### src/hdl/dam_pkg.sv
/*
  Package for the drive alarm and warning supervisor: register map,
  field positions, reset values, alarm codes and indicator timing.
  Assumes a 50 MHz clock and a plain strobe register port.
*/
package dam_pkg;
  // ***********************************************************
  // Register offsets (byte addresses)
  // ***********************************************************
  localparam logic [7:0] DAM_REG_CTRL   = 8'h00;
  localparam logic [7:0] DAM_REG_STATUS = 8'h04;
  localparam logic [7:0] DAM_REG_OVTHR  = 8'h08;
  localparam logic [7:0] DAM_REG_UVTHR  = 8'h0C;
  localparam logic [7:0] DAM_REG_VMEAS  = 8'h10;

  // ***********************************************************
  // Field positions
  // ***********************************************************
  // CTRL: bit0 write 1 = serial alarm clear, bit1 = 48 V supply mode
  localparam int DAM_CTRL_CLR_BIT  = 0;
  localparam int DAM_CTRL_MODE_BIT = 1;
  // STATUS
  localparam int DAM_ST_OV_ALM_BIT  = 0;
  localparam int DAM_ST_CPU_ALM_BIT = 1;
  localparam int DAM_ST_HI_WRN_BIT  = 2;
  localparam int DAM_ST_LO_WRN_BIT  = 3;
  localparam int DAM_ST_MODE_BIT    = 4;
  localparam int DAM_ST_CODE_LSB    = 8;

  // ***********************************************************
  // Values: voltages in units of 0.1 V, alarm codes and blink counts
  // ***********************************************************
  localparam logic [9:0] DAM_THR_MIN      = 10'd140;
  localparam logic [9:0] DAM_THR_MAX      = 10'd630;
  localparam logic [9:0] DAM_UV_RESET     = 10'd140;
  localparam logic [9:0] DAM_OV_RESET     = 10'd630;
  localparam logic [9:0] DAM_OV_TRIP_24   = 10'd360;
  localparam logic [9:0] DAM_OV_TRIP_48   = 10'd630;
  localparam logic [7:0] DAM_CODE_OV      = 8'h22;
  localparam logic [7:0] DAM_CODE_CPU     = 8'h29;
  localparam logic [7:0] DAM_CODE_NONE    = 8'h00;
  localparam logic [3:0] DAM_BLINKS_OV    = 4'd3;
  localparam logic [3:0] DAM_BLINKS_CPU   = 4'd9;

  // ***********************************************************
  // Indicator timing
  // ***********************************************************
  localparam int DAM_CLK_HZ      = 50_000_000;
  localparam int DAM_BLINK_MS    = 200;
  localparam int DAM_BLINK_CYC   = DAM_CLK_HZ / 1000 * DAM_BLINK_MS;
  // Rest between red groups, in blink periods; longer than a gap so
  // an observer can tell where one count ends
  localparam int DAM_REST_PERIODS = 3;

  typedef enum logic [1:0] {
    DAM_LED_OFF = 2'b00,
    DAM_LED_ON  = 2'b01,
    DAM_LED_GAP = 2'b11,
    DAM_LED_REST = 2'b10
  } dam_led_t;
endpackage

### src/hdl/dam_monitor.sv
/*
  Drive alarm and warning supervisor. Latches an overvoltage alarm
  and a processor peripheral fault, de-energises the motor, holds the
  brake, blinks the indicator red by alarm code and blue on warnings.
  Assumes synchronous inputs, a 10-bit supply measurement in 0.1 V
  units and that the register master keeps thresholds in range.
*/
// The address map and strobed register access were chosen for this implementation.
// Function
// - Any alarm stops motor operation at once.
// - Alarm active makes the indicator blink red from the alarm onset.
// - Alarm cuts motor winding current, holding force lost.
// - With alarm, brake stays in its holding state.
// - Clear input acts only on its rising edge.
// - Serial clear command also clears resettable alarms.
// - Power cycle, here reset, clears every alarm.
// - Overvoltage alarm, code 22h, three blinks, any clear method.
// - Processor fault alarm, code 29h, nine blinks, power cycle only.
// - Overvoltage trips above 36 V in 24 V mode, 63 V in 48 V mode.
// - Warnings raise below alarm level, independent of alarm latch.
// - Any warning makes the indicator blink blue while no alarm is active.
// - Supply-high warning sets above the high threshold.
// - Supply-high warning clears itself below the high threshold.
// - Supply-low warning sets under the low threshold.
// - Supply-low warning clears itself above the low threshold.
// - Thresholds range 140 to 630 in 0.1 V steps.
// - Low threshold loads 140 after reset.
`timescale 1ns/100ps
module dam_monitor
  import dam_pkg::*;
#(
  parameter int BLINK_CYC = DAM_BLINK_CYC
) (
  // Clock and reset
  input  wire logic       clk_i,
  input  wire logic       rst_i,
  // Register port
  input  wire logic [7:0]  reg_addr_i,
  input  wire logic [31:0] reg_wdata_i,
  input  wire logic        reg_wr_i,
  input  wire logic        reg_rd_i,
  output logic      [31:0] reg_rdata_o,
  // Supply and fault sensing
  input  wire logic [9:0]  supply_meas_i,
  input  wire logic        cpu_fault_i,
  input  wire logic        alarm_clear_input_i,
  // Motor and indicator
  output logic             motor_run_en_o,
  output logic             winding_en_o,
  output logic             brake_release_o,
  output logic             led_red_o,
  output logic             led_blue_o,
  output logic             supply_high_warning_o,
  output logic             supply_low_warning_o
);

  initial begin
    if (BLINK_CYC < 4) $error("BLINK_CYC too small");
  end

  localparam logic [31:0] BLINK_LAST = 32'(BLINK_CYC - 1);
  localparam logic [31:0] REST_LAST  = 32'(DAM_REST_PERIODS * BLINK_CYC - 1);

  // ***********************************************************
  // State
  // ***********************************************************
  typedef struct packed {
    logic        ov_alm;
    logic        cpu_alm;
    logic        hi_wrn;
    logic        lo_wrn;
    logic        mode48;
    logic        clr_in_d;
    logic [9:0]  ov_thr;
    logic [9:0]  uv_thr;
    logic [31:0] rdata;
    dam_led_t    led;
    logic [31:0] tmr;
    logic [3:0]  cnt;
    logic        red;
    logic        blue;
    logic        run;
  } dam_state_t;

  dam_state_t s_r;
  dam_state_t s_nxt;

  function automatic logic [3:0] blinks_of(input logic cpu, input logic ov);
    blinks_of = cpu ? DAM_BLINKS_CPU : (ov ? DAM_BLINKS_OV : 4'd1);
  endfunction

  logic       clr_edge;
  logic       ser_clr;
  logic       any_alm;
  logic       any_wrn;
  logic [9:0] trip;

  always_comb begin
    s_nxt    = s_r;
    clr_edge = alarm_clear_input_i && !s_r.clr_in_d;
    ser_clr  = reg_wr_i && reg_addr_i == DAM_REG_CTRL &&
               reg_wdata_i[DAM_CTRL_CLR_BIT];
    trip     = s_r.mode48 ? DAM_OV_TRIP_48 : DAM_OV_TRIP_24;
    s_nxt.clr_in_d = alarm_clear_input_i;

    // Clear first so a new trip in the same cycle wins
    if (clr_edge || ser_clr) begin
      s_nxt.ov_alm = 1'b0;
    end
    if (supply_meas_i > trip) begin
      s_nxt.ov_alm = 1'b1;
    end
    if (cpu_fault_i) begin
      s_nxt.cpu_alm = 1'b1;  // cleared only by reset
    end

    // Warnings follow the supply, no latch
    s_nxt.hi_wrn = supply_meas_i > s_r.ov_thr;
    s_nxt.lo_wrn = supply_meas_i < s_r.uv_thr;

    any_alm = s_nxt.ov_alm || s_nxt.cpu_alm;
    any_wrn = s_nxt.hi_wrn || s_nxt.lo_wrn;
    s_nxt.run = !any_alm;

    // Register writes; out-of-range thresholds are ignored
    if (reg_wr_i) begin
      case (reg_addr_i)
        DAM_REG_CTRL: begin
          s_nxt.mode48 = reg_wdata_i[DAM_CTRL_MODE_BIT];
        end
        DAM_REG_OVTHR: begin
          if (reg_wdata_i[9:0] >= DAM_THR_MIN &&
              reg_wdata_i[9:0] <= DAM_THR_MAX && reg_wdata_i[31:10] == '0)
            s_nxt.ov_thr = reg_wdata_i[9:0];
        end
        DAM_REG_UVTHR: begin
          if (reg_wdata_i[9:0] >= DAM_THR_MIN &&
              reg_wdata_i[9:0] <= DAM_THR_MAX && reg_wdata_i[31:10] == '0)
            s_nxt.uv_thr = reg_wdata_i[9:0];
        end
        default: begin
        end
      endcase
    end

    // Read data valid in the cycle after the strobe only
    s_nxt.rdata = 32'h0000_0000;
    if (reg_rd_i) begin
      case (reg_addr_i)
        DAM_REG_CTRL:   s_nxt.rdata = {30'h0, s_r.mode48, 1'b0};
        DAM_REG_STATUS: s_nxt.rdata = {16'h0,
            (s_r.cpu_alm ? DAM_CODE_CPU :
             (s_r.ov_alm ? DAM_CODE_OV : DAM_CODE_NONE)),
            3'h0, s_r.mode48, s_r.lo_wrn, s_r.hi_wrn,
            s_r.cpu_alm, s_r.ov_alm};
        DAM_REG_OVTHR:  s_nxt.rdata = {22'h0, s_r.ov_thr};
        DAM_REG_UVTHR:  s_nxt.rdata = {22'h0, s_r.uv_thr};
        DAM_REG_VMEAS:  s_nxt.rdata = {22'h0, supply_meas_i};
        default:        s_nxt.rdata = 32'h0000_0000;
      endcase
    end

    // ***********************************************************
    // Indicator: alarms blink N red pulses then rest; warning blinks
    // blue continuously. A fresh alarm restarts the sequence so the
    // red light comes on at the alarm onset.
    // ***********************************************************
    s_nxt.tmr = s_r.tmr + 32'd1;
    if (any_alm && !(s_r.ov_alm || s_r.cpu_alm)) begin
      s_nxt.led = DAM_LED_ON;
      s_nxt.tmr = 32'd0;
      s_nxt.cnt = blinks_of(s_nxt.cpu_alm, s_nxt.ov_alm);
    end else if (!any_alm && !any_wrn) begin
      s_nxt.led = DAM_LED_OFF;
      s_nxt.tmr = 32'd0;
    end else if (s_r.led == DAM_LED_OFF) begin
      s_nxt.led = DAM_LED_ON;
      s_nxt.tmr = 32'd0;
      s_nxt.cnt = blinks_of(s_nxt.cpu_alm, s_nxt.ov_alm);
    end else if (s_r.tmr >= (s_r.led == DAM_LED_REST ?
                             REST_LAST : BLINK_LAST)) begin
      s_nxt.tmr = 32'd0;
      case (s_r.led)
        DAM_LED_ON: begin
          s_nxt.led = (any_alm && s_r.cnt <= 4'd1) ?
                      DAM_LED_REST : DAM_LED_GAP;
          s_nxt.cnt = s_r.cnt - 4'd1;
        end
        DAM_LED_GAP: begin
          s_nxt.led = DAM_LED_ON;
          if (!any_alm) s_nxt.cnt = 4'd1;
        end
        DAM_LED_REST: begin
          s_nxt.led = DAM_LED_ON;
          s_nxt.cnt = blinks_of(s_nxt.cpu_alm, s_nxt.ov_alm);
        end
        default: s_nxt.led = DAM_LED_OFF;
      endcase
    end
    s_nxt.red  = any_alm && s_nxt.led == DAM_LED_ON;
    s_nxt.blue = !any_alm && any_wrn &&
                 s_nxt.led == DAM_LED_ON;
  end

  always_ff @(posedge clk_i or posedge rst_i) begin
    if (rst_i) begin
      s_r          <= '0;
      s_r.ov_thr   <= DAM_OV_RESET;
      s_r.uv_thr   <= DAM_UV_RESET;
      s_r.led      <= DAM_LED_OFF;
      s_r.run      <= 1'b1;
      s_r.clr_in_d <= 1'b1;  // Level high at reset is no edge
    end else begin
      s_r <= s_nxt;
    end
  end

  assign reg_rdata_o           = s_r.rdata;
  assign motor_run_en_o        = s_r.run;
  assign winding_en_o          = s_r.run;
  assign brake_release_o       = s_r.run;
  assign led_red_o             = s_r.red;
  assign led_blue_o            = s_r.blue;
  assign supply_high_warning_o = s_r.hi_wrn;
  assign supply_low_warning_o  = s_r.lo_wrn;

  // ***********************************************************
  // Checks
  // ***********************************************************
  AST_STOP_ON_ALARM: assert property (@(posedge clk_i) disable iff (rst_i)
    (s_r.ov_alm || s_r.cpu_alm) |-> !motor_run_en_o)
    else $error("motor running with alarm");
  AST_WINDING_OFF: assert property (@(posedge clk_i) disable iff (rst_i)
    $rose(s_r.ov_alm || s_r.cpu_alm) |-> !winding_en_o)
    else $error("winding on after alarm");
  AST_BRAKE_HOLD: assert property (@(posedge clk_i) disable iff (rst_i)
    !winding_en_o |-> !brake_release_o)
    else $error("brake released while de-energised");
  AST_RED_ONSET: assert property (@(posedge clk_i) disable iff (rst_i)
    $rose(s_r.ov_alm || s_r.cpu_alm) |-> led_red_o)
    else $error("red not on at alarm onset");
  AST_LEVEL_NO_CLEAR: assert property (@(posedge clk_i) disable iff (rst_i)
    (s_r.ov_alm && alarm_clear_input_i && $past(alarm_clear_input_i)
     && !reg_wr_i) |=> s_r.ov_alm)
    else $error("alarm cleared by level");
  AST_EDGE_CLEAR: assert property (@(posedge clk_i) disable iff (rst_i)
    (alarm_clear_input_i && !s_r.clr_in_d && supply_meas_i <= DAM_OV_TRIP_24)
    |=> !s_r.ov_alm)
    else $error("edge did not clear overvoltage");
  AST_CPU_LATCH: assert property (@(posedge clk_i) disable iff (rst_i)
    s_r.cpu_alm |=> s_r.cpu_alm)
    else $error("processor alarm cleared without reset");
  AST_TRIP_24: assert property (@(posedge clk_i) disable iff (rst_i)
    (!s_r.mode48 && supply_meas_i > DAM_OV_TRIP_24) |=> s_r.ov_alm)
    else $error("no trip above 36 V");
  AST_HIGH_WARN: assert property (@(posedge clk_i) disable iff (rst_i)
    1'b1 |=> supply_high_warning_o ==
             ($past(supply_meas_i) > $past(s_r.ov_thr)))
    else $error("high warning mismatch");
  AST_LOW_WARN: assert property (@(posedge clk_i) disable iff (rst_i)
    1'b1 |=> supply_low_warning_o ==
             ($past(supply_meas_i) < $past(s_r.uv_thr)))
    else $error("low warning mismatch");
  AST_RED_PRIO: assert property (@(posedge clk_i) disable iff (rst_i)
    (s_r.ov_alm || s_r.cpu_alm) |-> !led_blue_o)
    else $error("blue shown during alarm");
  AST_THR_RANGE: assert property (@(posedge clk_i) disable iff (rst_i)
    s_r.uv_thr >= DAM_THR_MIN && s_r.uv_thr <= DAM_THR_MAX)
    else $error("low threshold out of range");
endmodule

### config.mk
export PLATFORM = sky130hd
export DESIGN_NAME = dam_monitor
export DESIGN_NICKNAME = d
export VERILOG_FILES = /design/src/hdl/dam_pkg.sv /design/src/hdl/dam_monitor.sv
export SDC_FILE = /design/constraint.sdc
export NUM_CORES = 1
export LEC_CHECK = 0
export BUFFER_PORTS_ARGS = -buffer_cell sky130_fd_sc_hd__buf_2
export CAP_MARGIN = 10
export CELL_PAD_IN_SITES_DETAIL_PLACEMENT = 1
export CELL_PAD_IN_SITES_GLOBAL_PLACEMENT = 2
export CORE_UTILIZATION = 35
export CTS_BUF_LIST = sky130_fd_sc_hd__clkbuf_8 sky130_fd_sc_hd__clkbuf_16
export DETAILED_ROUTE_END_ITERATION = 16
export HOLD_SLACK_MARGIN = 0.06
export PLACE_DENSITY_LB_ADDON = 0.05
export SLEW_MARGIN = 10
export SYNTH_ARGS = -nofsm -noshare
export SYNTH_HDL_FRONTEND = slang
export SYNTH_SLANG_ARGS = --single-unit
### constraint.sdc
create_clock -name clk_i -period 3.9 [get_ports clk_i]
set_clock_uncertainty 0.2 [all_clocks]
set_input_delay 0.39 -clock clk_i [delete_from_list [all_inputs] [get_ports clk_i]]
set_output_delay 0.39 -clock clk_i [all_outputs]
set_load 0.03 [all_outputs]
-- Yosys cells after proc, flatten, opt, wreduce, memory -nomap -nowiden
Index checks and enable logic that the tools add are counted.
- equal/unequal tests: 10
- add/sub/neg operators: 2
- order comparisons: 7
- reductions and logical operators: 29
- multiplexer cells: 20
- operators with widths (cell ; count):
    2-to-1 mux 38 bit ; 3
    case mux 14 bit (5 select lines) ; 1
    2-to-1 mux 34 bit ; 1
    adder 32 x 1 -> 32 bit, second input constant ; 1
    >= comparator 32 x 25 -> 1 bit ; 1
    2-to-1 mux 25 bit ; 1
    zero test 22 bit ; 1
    greater-than comparator 10 bit ; 2
    equality test 8 x 4 -> 1 bit, second input constant ; 2
    2-to-1 mux 14 bit ; 1
    2-to-1 mux 4 bit ; 3
    2-to-1 mux 6 bit ; 2
    case mux 4 bit (3 select lines) ; 1
    logical AND 1 bit ; 11
    >= comparator 10 x 8 -> 1 bit, second input constant ; 1
    <= comparator 10 bit, second input constant ; 1
    less-than comparator 10 bit ; 1
    2-to-1 mux 10 bit ; 1
    equality test 8 x 3 -> 1 bit, second input constant ; 1
    equality test 8 x 5 -> 1 bit, second input constant ; 1
    zero test 8 bit ; 1
    AND reduction 3 bit ; 2
    nonzero test 5 bit ; 1
    equality test 2 x 1 -> 1 bit, second input constant ; 2
    other kinds (15) ; 25
- logic and storage cells: 83
- bits of input ports: 56
- output and inout port bits: 39
- flip-flop bits (word level): 99

-- Depth between registers and ports, before layout
- depth after elaboration: 16
- gate-level depth with buffers: 13
- depth with buffers taken out: 12

-- Least setup slack after synthesis
Ideal clock, no wire load.
- path kind: register to register
- start: register s_r[40] (netlist bit)
- end: register s_r[27] (netlist bit)
- path buffers: 3
- path slack: 0.727 ns
- period minus slack after synthesis: 3.173 ns
- required time: 3.632 ns
- stages on the path, launching flop included: 13
- data arrival time: 2.904 ns
- setup time: 0.068 ns
- cells stage by stage: dfrtp_1 -> clkbuf_1 -> nand2b_1 -> inv_1 -> ha_1 -> a311oi_1 -> o21ai_0 -> o21ai_0 -> nand2_1 -> or4_1 -> buf_2 -> buf_8 -> nor2_4
- RTL lines (item ; line ; source):
    start: declaration ; dam_monitor.sv:85 ; dam_state_t s_r;
    start signal: assignment ; dam_monitor.sv:214 ; s_r <= s_nxt;

==> metrics.csv <==
metric,value,unit
cell type with the largest total area after synthesis,dfrtp_1,
global route overflow,0,
reg2reg start,s_r[39]$_DFF_PP0_,
n_diodes,0,
#FFs+latches synth,79,
final setup vio count,0,
nets,645,
Setup crit start,s_r[39]$_DFF_PP0_,
first-pass GRT wire length,20300,um
gr usage total,0.189,
Vias/cell,5.01,
# DRC,0,
Root Buffer,clkbuf_16,
Final Cycle Share,0.894,
Max IR drop VDD,0.301,mV
Synth top area share,0.359,
syn_area_per_cell,9.91,um^2
Main synth FF type,dfrtp_1,
max incr delay on CP,600,ps
"commonest non-fill, non-tap cell in the layout",buf_2,
critical path data arrival time,3560,ps
Iteration-0 DRC Markers,175,
Slew Limit Fails,0,
clock slew at reported path FFs,70,ps
CTS tree,yes,
status,finished clean,
I/O Pins,95,
vias in the first global route,3833,
leakage,2.44,nW
crit start category,flop,
Chip Height,118,um
core area,13200,um^2
fin worst setup slack,413,ps
share of synthesized registers carrying an async set or reset,1.00,
worst-path cell chain,nand2b_1 > ha_1 > o211ai_1 > o21ai_0 > a211oi_1 > nand2_1 > or4_1 > buf_4 > nor2_1,
YS warnings,0,
largest net degree at the start of global routing,58,
synth top area cells,"dfrtp_1 36%, ha_1 9.5%, dfstp_2 6.1%",
worst rel slew slack,0.327,
TritonCTS buffer count,9,
PortBufs,74,
worst reg-to-reg setup slack,410,ps
min cycle time layout,3490,ps
Setup CP Type,flop to flop,
MaxCap Viol Count,0,
Layout fillers,1538,
cells after synthesis,479,
"Seq/Total Area, Yosys",0.419,
vias post-DR,3679,
power per cell area,405,nW/um^2
Post-DRT Antenna Nets,0,
Die X,118,um
crit path max fanout,26,
pre-CTS setup slack,344,ps
Final TNS setup,0,ps
required time worst endpoint,3970,ps
initial antenna violation count,0,
routability cong.,0.832,
routed wire length,12300,um
"commonest cells after routing, fill and taps aside","74 x buf_2, 68 x dfrtp_1, 50 x nor2_1, 36 x ha_1, 33 x inv_1",
Wirelength per Cell,16.8,um
CTS Sinks,79,
synth unique cells,55,
Clock Latency Late Sink,340,ps
Hold WS,32.4,ps
DP HPWL,9550,um
htree depth,3,
number of cell rows,42,
Slowest cell on crit path,a211oi_1,
Hold WC Path Type,input port to async pin,
final core utilization,0.415,
RSZ-0062 raised after global routing,no,
"Cell Area, Synth",4750,um^2
Syn-to-layout area delta,15.7,%
router iterations before antenna repair,5,
Post-synth EDFFs,0,
CP endpoint kind,flop,
f_max,0.287,GHz
share of cells above drive strength 1,0.271,
die area,14000,um^2
worst-case clock buffer depth,2,
Fin. Hold Viols,0,
Starting Density,0.358,
Worst-Margin Slew,1010,ps
registers in the layout (all words and copies together) (netlist names):
name / flops
led_blue_o: 1
supply_high_warning_o: 1
led_red_o: 1
supply_low_warning_o: 1
s_r: 62
reg_rdata_o: 12
brake_release_o: 1
cells in the mapped netlist (2+ instances only):
master,instances
a2111oi_0,2
a211oi_1,2
a21o_1,2
a21oi_1,20
a221oi_1,2
a222oi_1,9
a311oi_1,2
a31oi_1,3
and3_1,7
and4_1,3
buf_4,34
clkbuf_1,7
dfrtp_1,68
dfstp_2,11
ha_1,36
inv_1,34
mux2_2,25
nand2_1,21
nand2b_1,8
nand3_1,16
nand4_1,9
nor2_1,50
nor2_2,3
nor2_4,8
nor2b_1,5
nor3_1,14
nor4_1,9
o211ai_1,5
o21a_1,2
o21ai_0,13
or4_1,2
xnor2_1,11
xor2_1,14
layer usage:
layer	up-vias	GRT usage	part of all wire	wire length, um
met3	18	0.0304	0.038	464
met5	-	0	0	0
met4	0	0.0752	0.020	246
met1	1794	0.264	0.50	6120
li1	1772	-	-	-
met2	95	0.293	0.45	5480
cell families (layout without fill, tap and decap cells):
kind of cell,Yosys count,after routing,share of synthesized area
AO/OA/AOI/OAI,68,68,0.0976
XOR/XNOR,25,25,0.0461
adder cells (fa/ha/maj),36,36,0.0949
buffers and inverters,80,134,0.0954
flip-flops,79,79,0.419
multiplexers,26,26,0.0614
other,1,26,0.000790
AND/OR/NAND/NOR,164,164,0.184
critical path: cells and delay by family (launching register included):
family	cells	cell delay (ps)
buf+inv	1	280
compound gates	3	850
simple gates	4	1280
flops	1	450
fa+ha+maj	1	340
timing repair:
action,4_1_cts,5_1_grt
setup endpoints to repair,0,1
setup buffers,0,0
hold buffers,1,0
endpoints found under the hold margin,1,0
gates resized for setup,0,1
per-stage QoR:
step | total power (W) | instance area [um^2] | std cells
2_1_floorplan | 0.00121 | 4840 | 504
6_report | 0.00222 | 5490 | 734
5_1_grt | 0.00234 | 5490 | 734
3_5_place_dp | 0.00135 | 5170 | 717
4_1_cts | 0.00225 | 5490 | 734
3_3_place_gp | 0.00134 | 5170 | 717
final cells by class:
cell class / instances / area [um^2] / share of cell area
Clock buffer: 9 / 225 / 0.0410
Clock inverter: 7 / 81.3 / 0.0148
Inverter: 35 / 138 / 0.0251
Multi-Input combinational cell: 345 / 2400 / 0.436
Sequential cell: 79 / 1990 / 0.362
Tap cell: 176 / 220 / 0.0401
Timing Repair Buffer: 83 / 440 / 0.0802
power by group:
| group | internal, W | switching (W) | total [W] | leakage (nW) |
|---|---|---|---|---|
| Combinational | 0.000170 | 0.000268 | 0.000438 | 1.27 |
| Sequential | 0.000865 | 0.0000366 | 0.000901 | 1.02 |
| Clock | 0.000505 | 0.000377 | 0.000882 | 0.152 |
| Total | 0.00154 | 0.000682 | 0.00222 | 2.44 |
path summary, 6_finish.rpt:
| kind | end | cells past startpoint |
|---|---|---|
| min in group clk_i | s_r[97]$_DFF_PP0_ | 3 |
| setup / recovery | s_r[17]$_DFF_PP0_ | 9 |
| hold reg to reg | s_r[7]$_DFF_PP0_ | 1 |
| hold / removal | s_r[29]$_DFF_PP0_ | 2 |
| setup reg to reg | s_r[17]$_DFF_PP0_ | 9 |
| max in group asynchronous | s_r[93]$_DFF_PP1_ | 3 |
(Power assumes the default switching activity.)
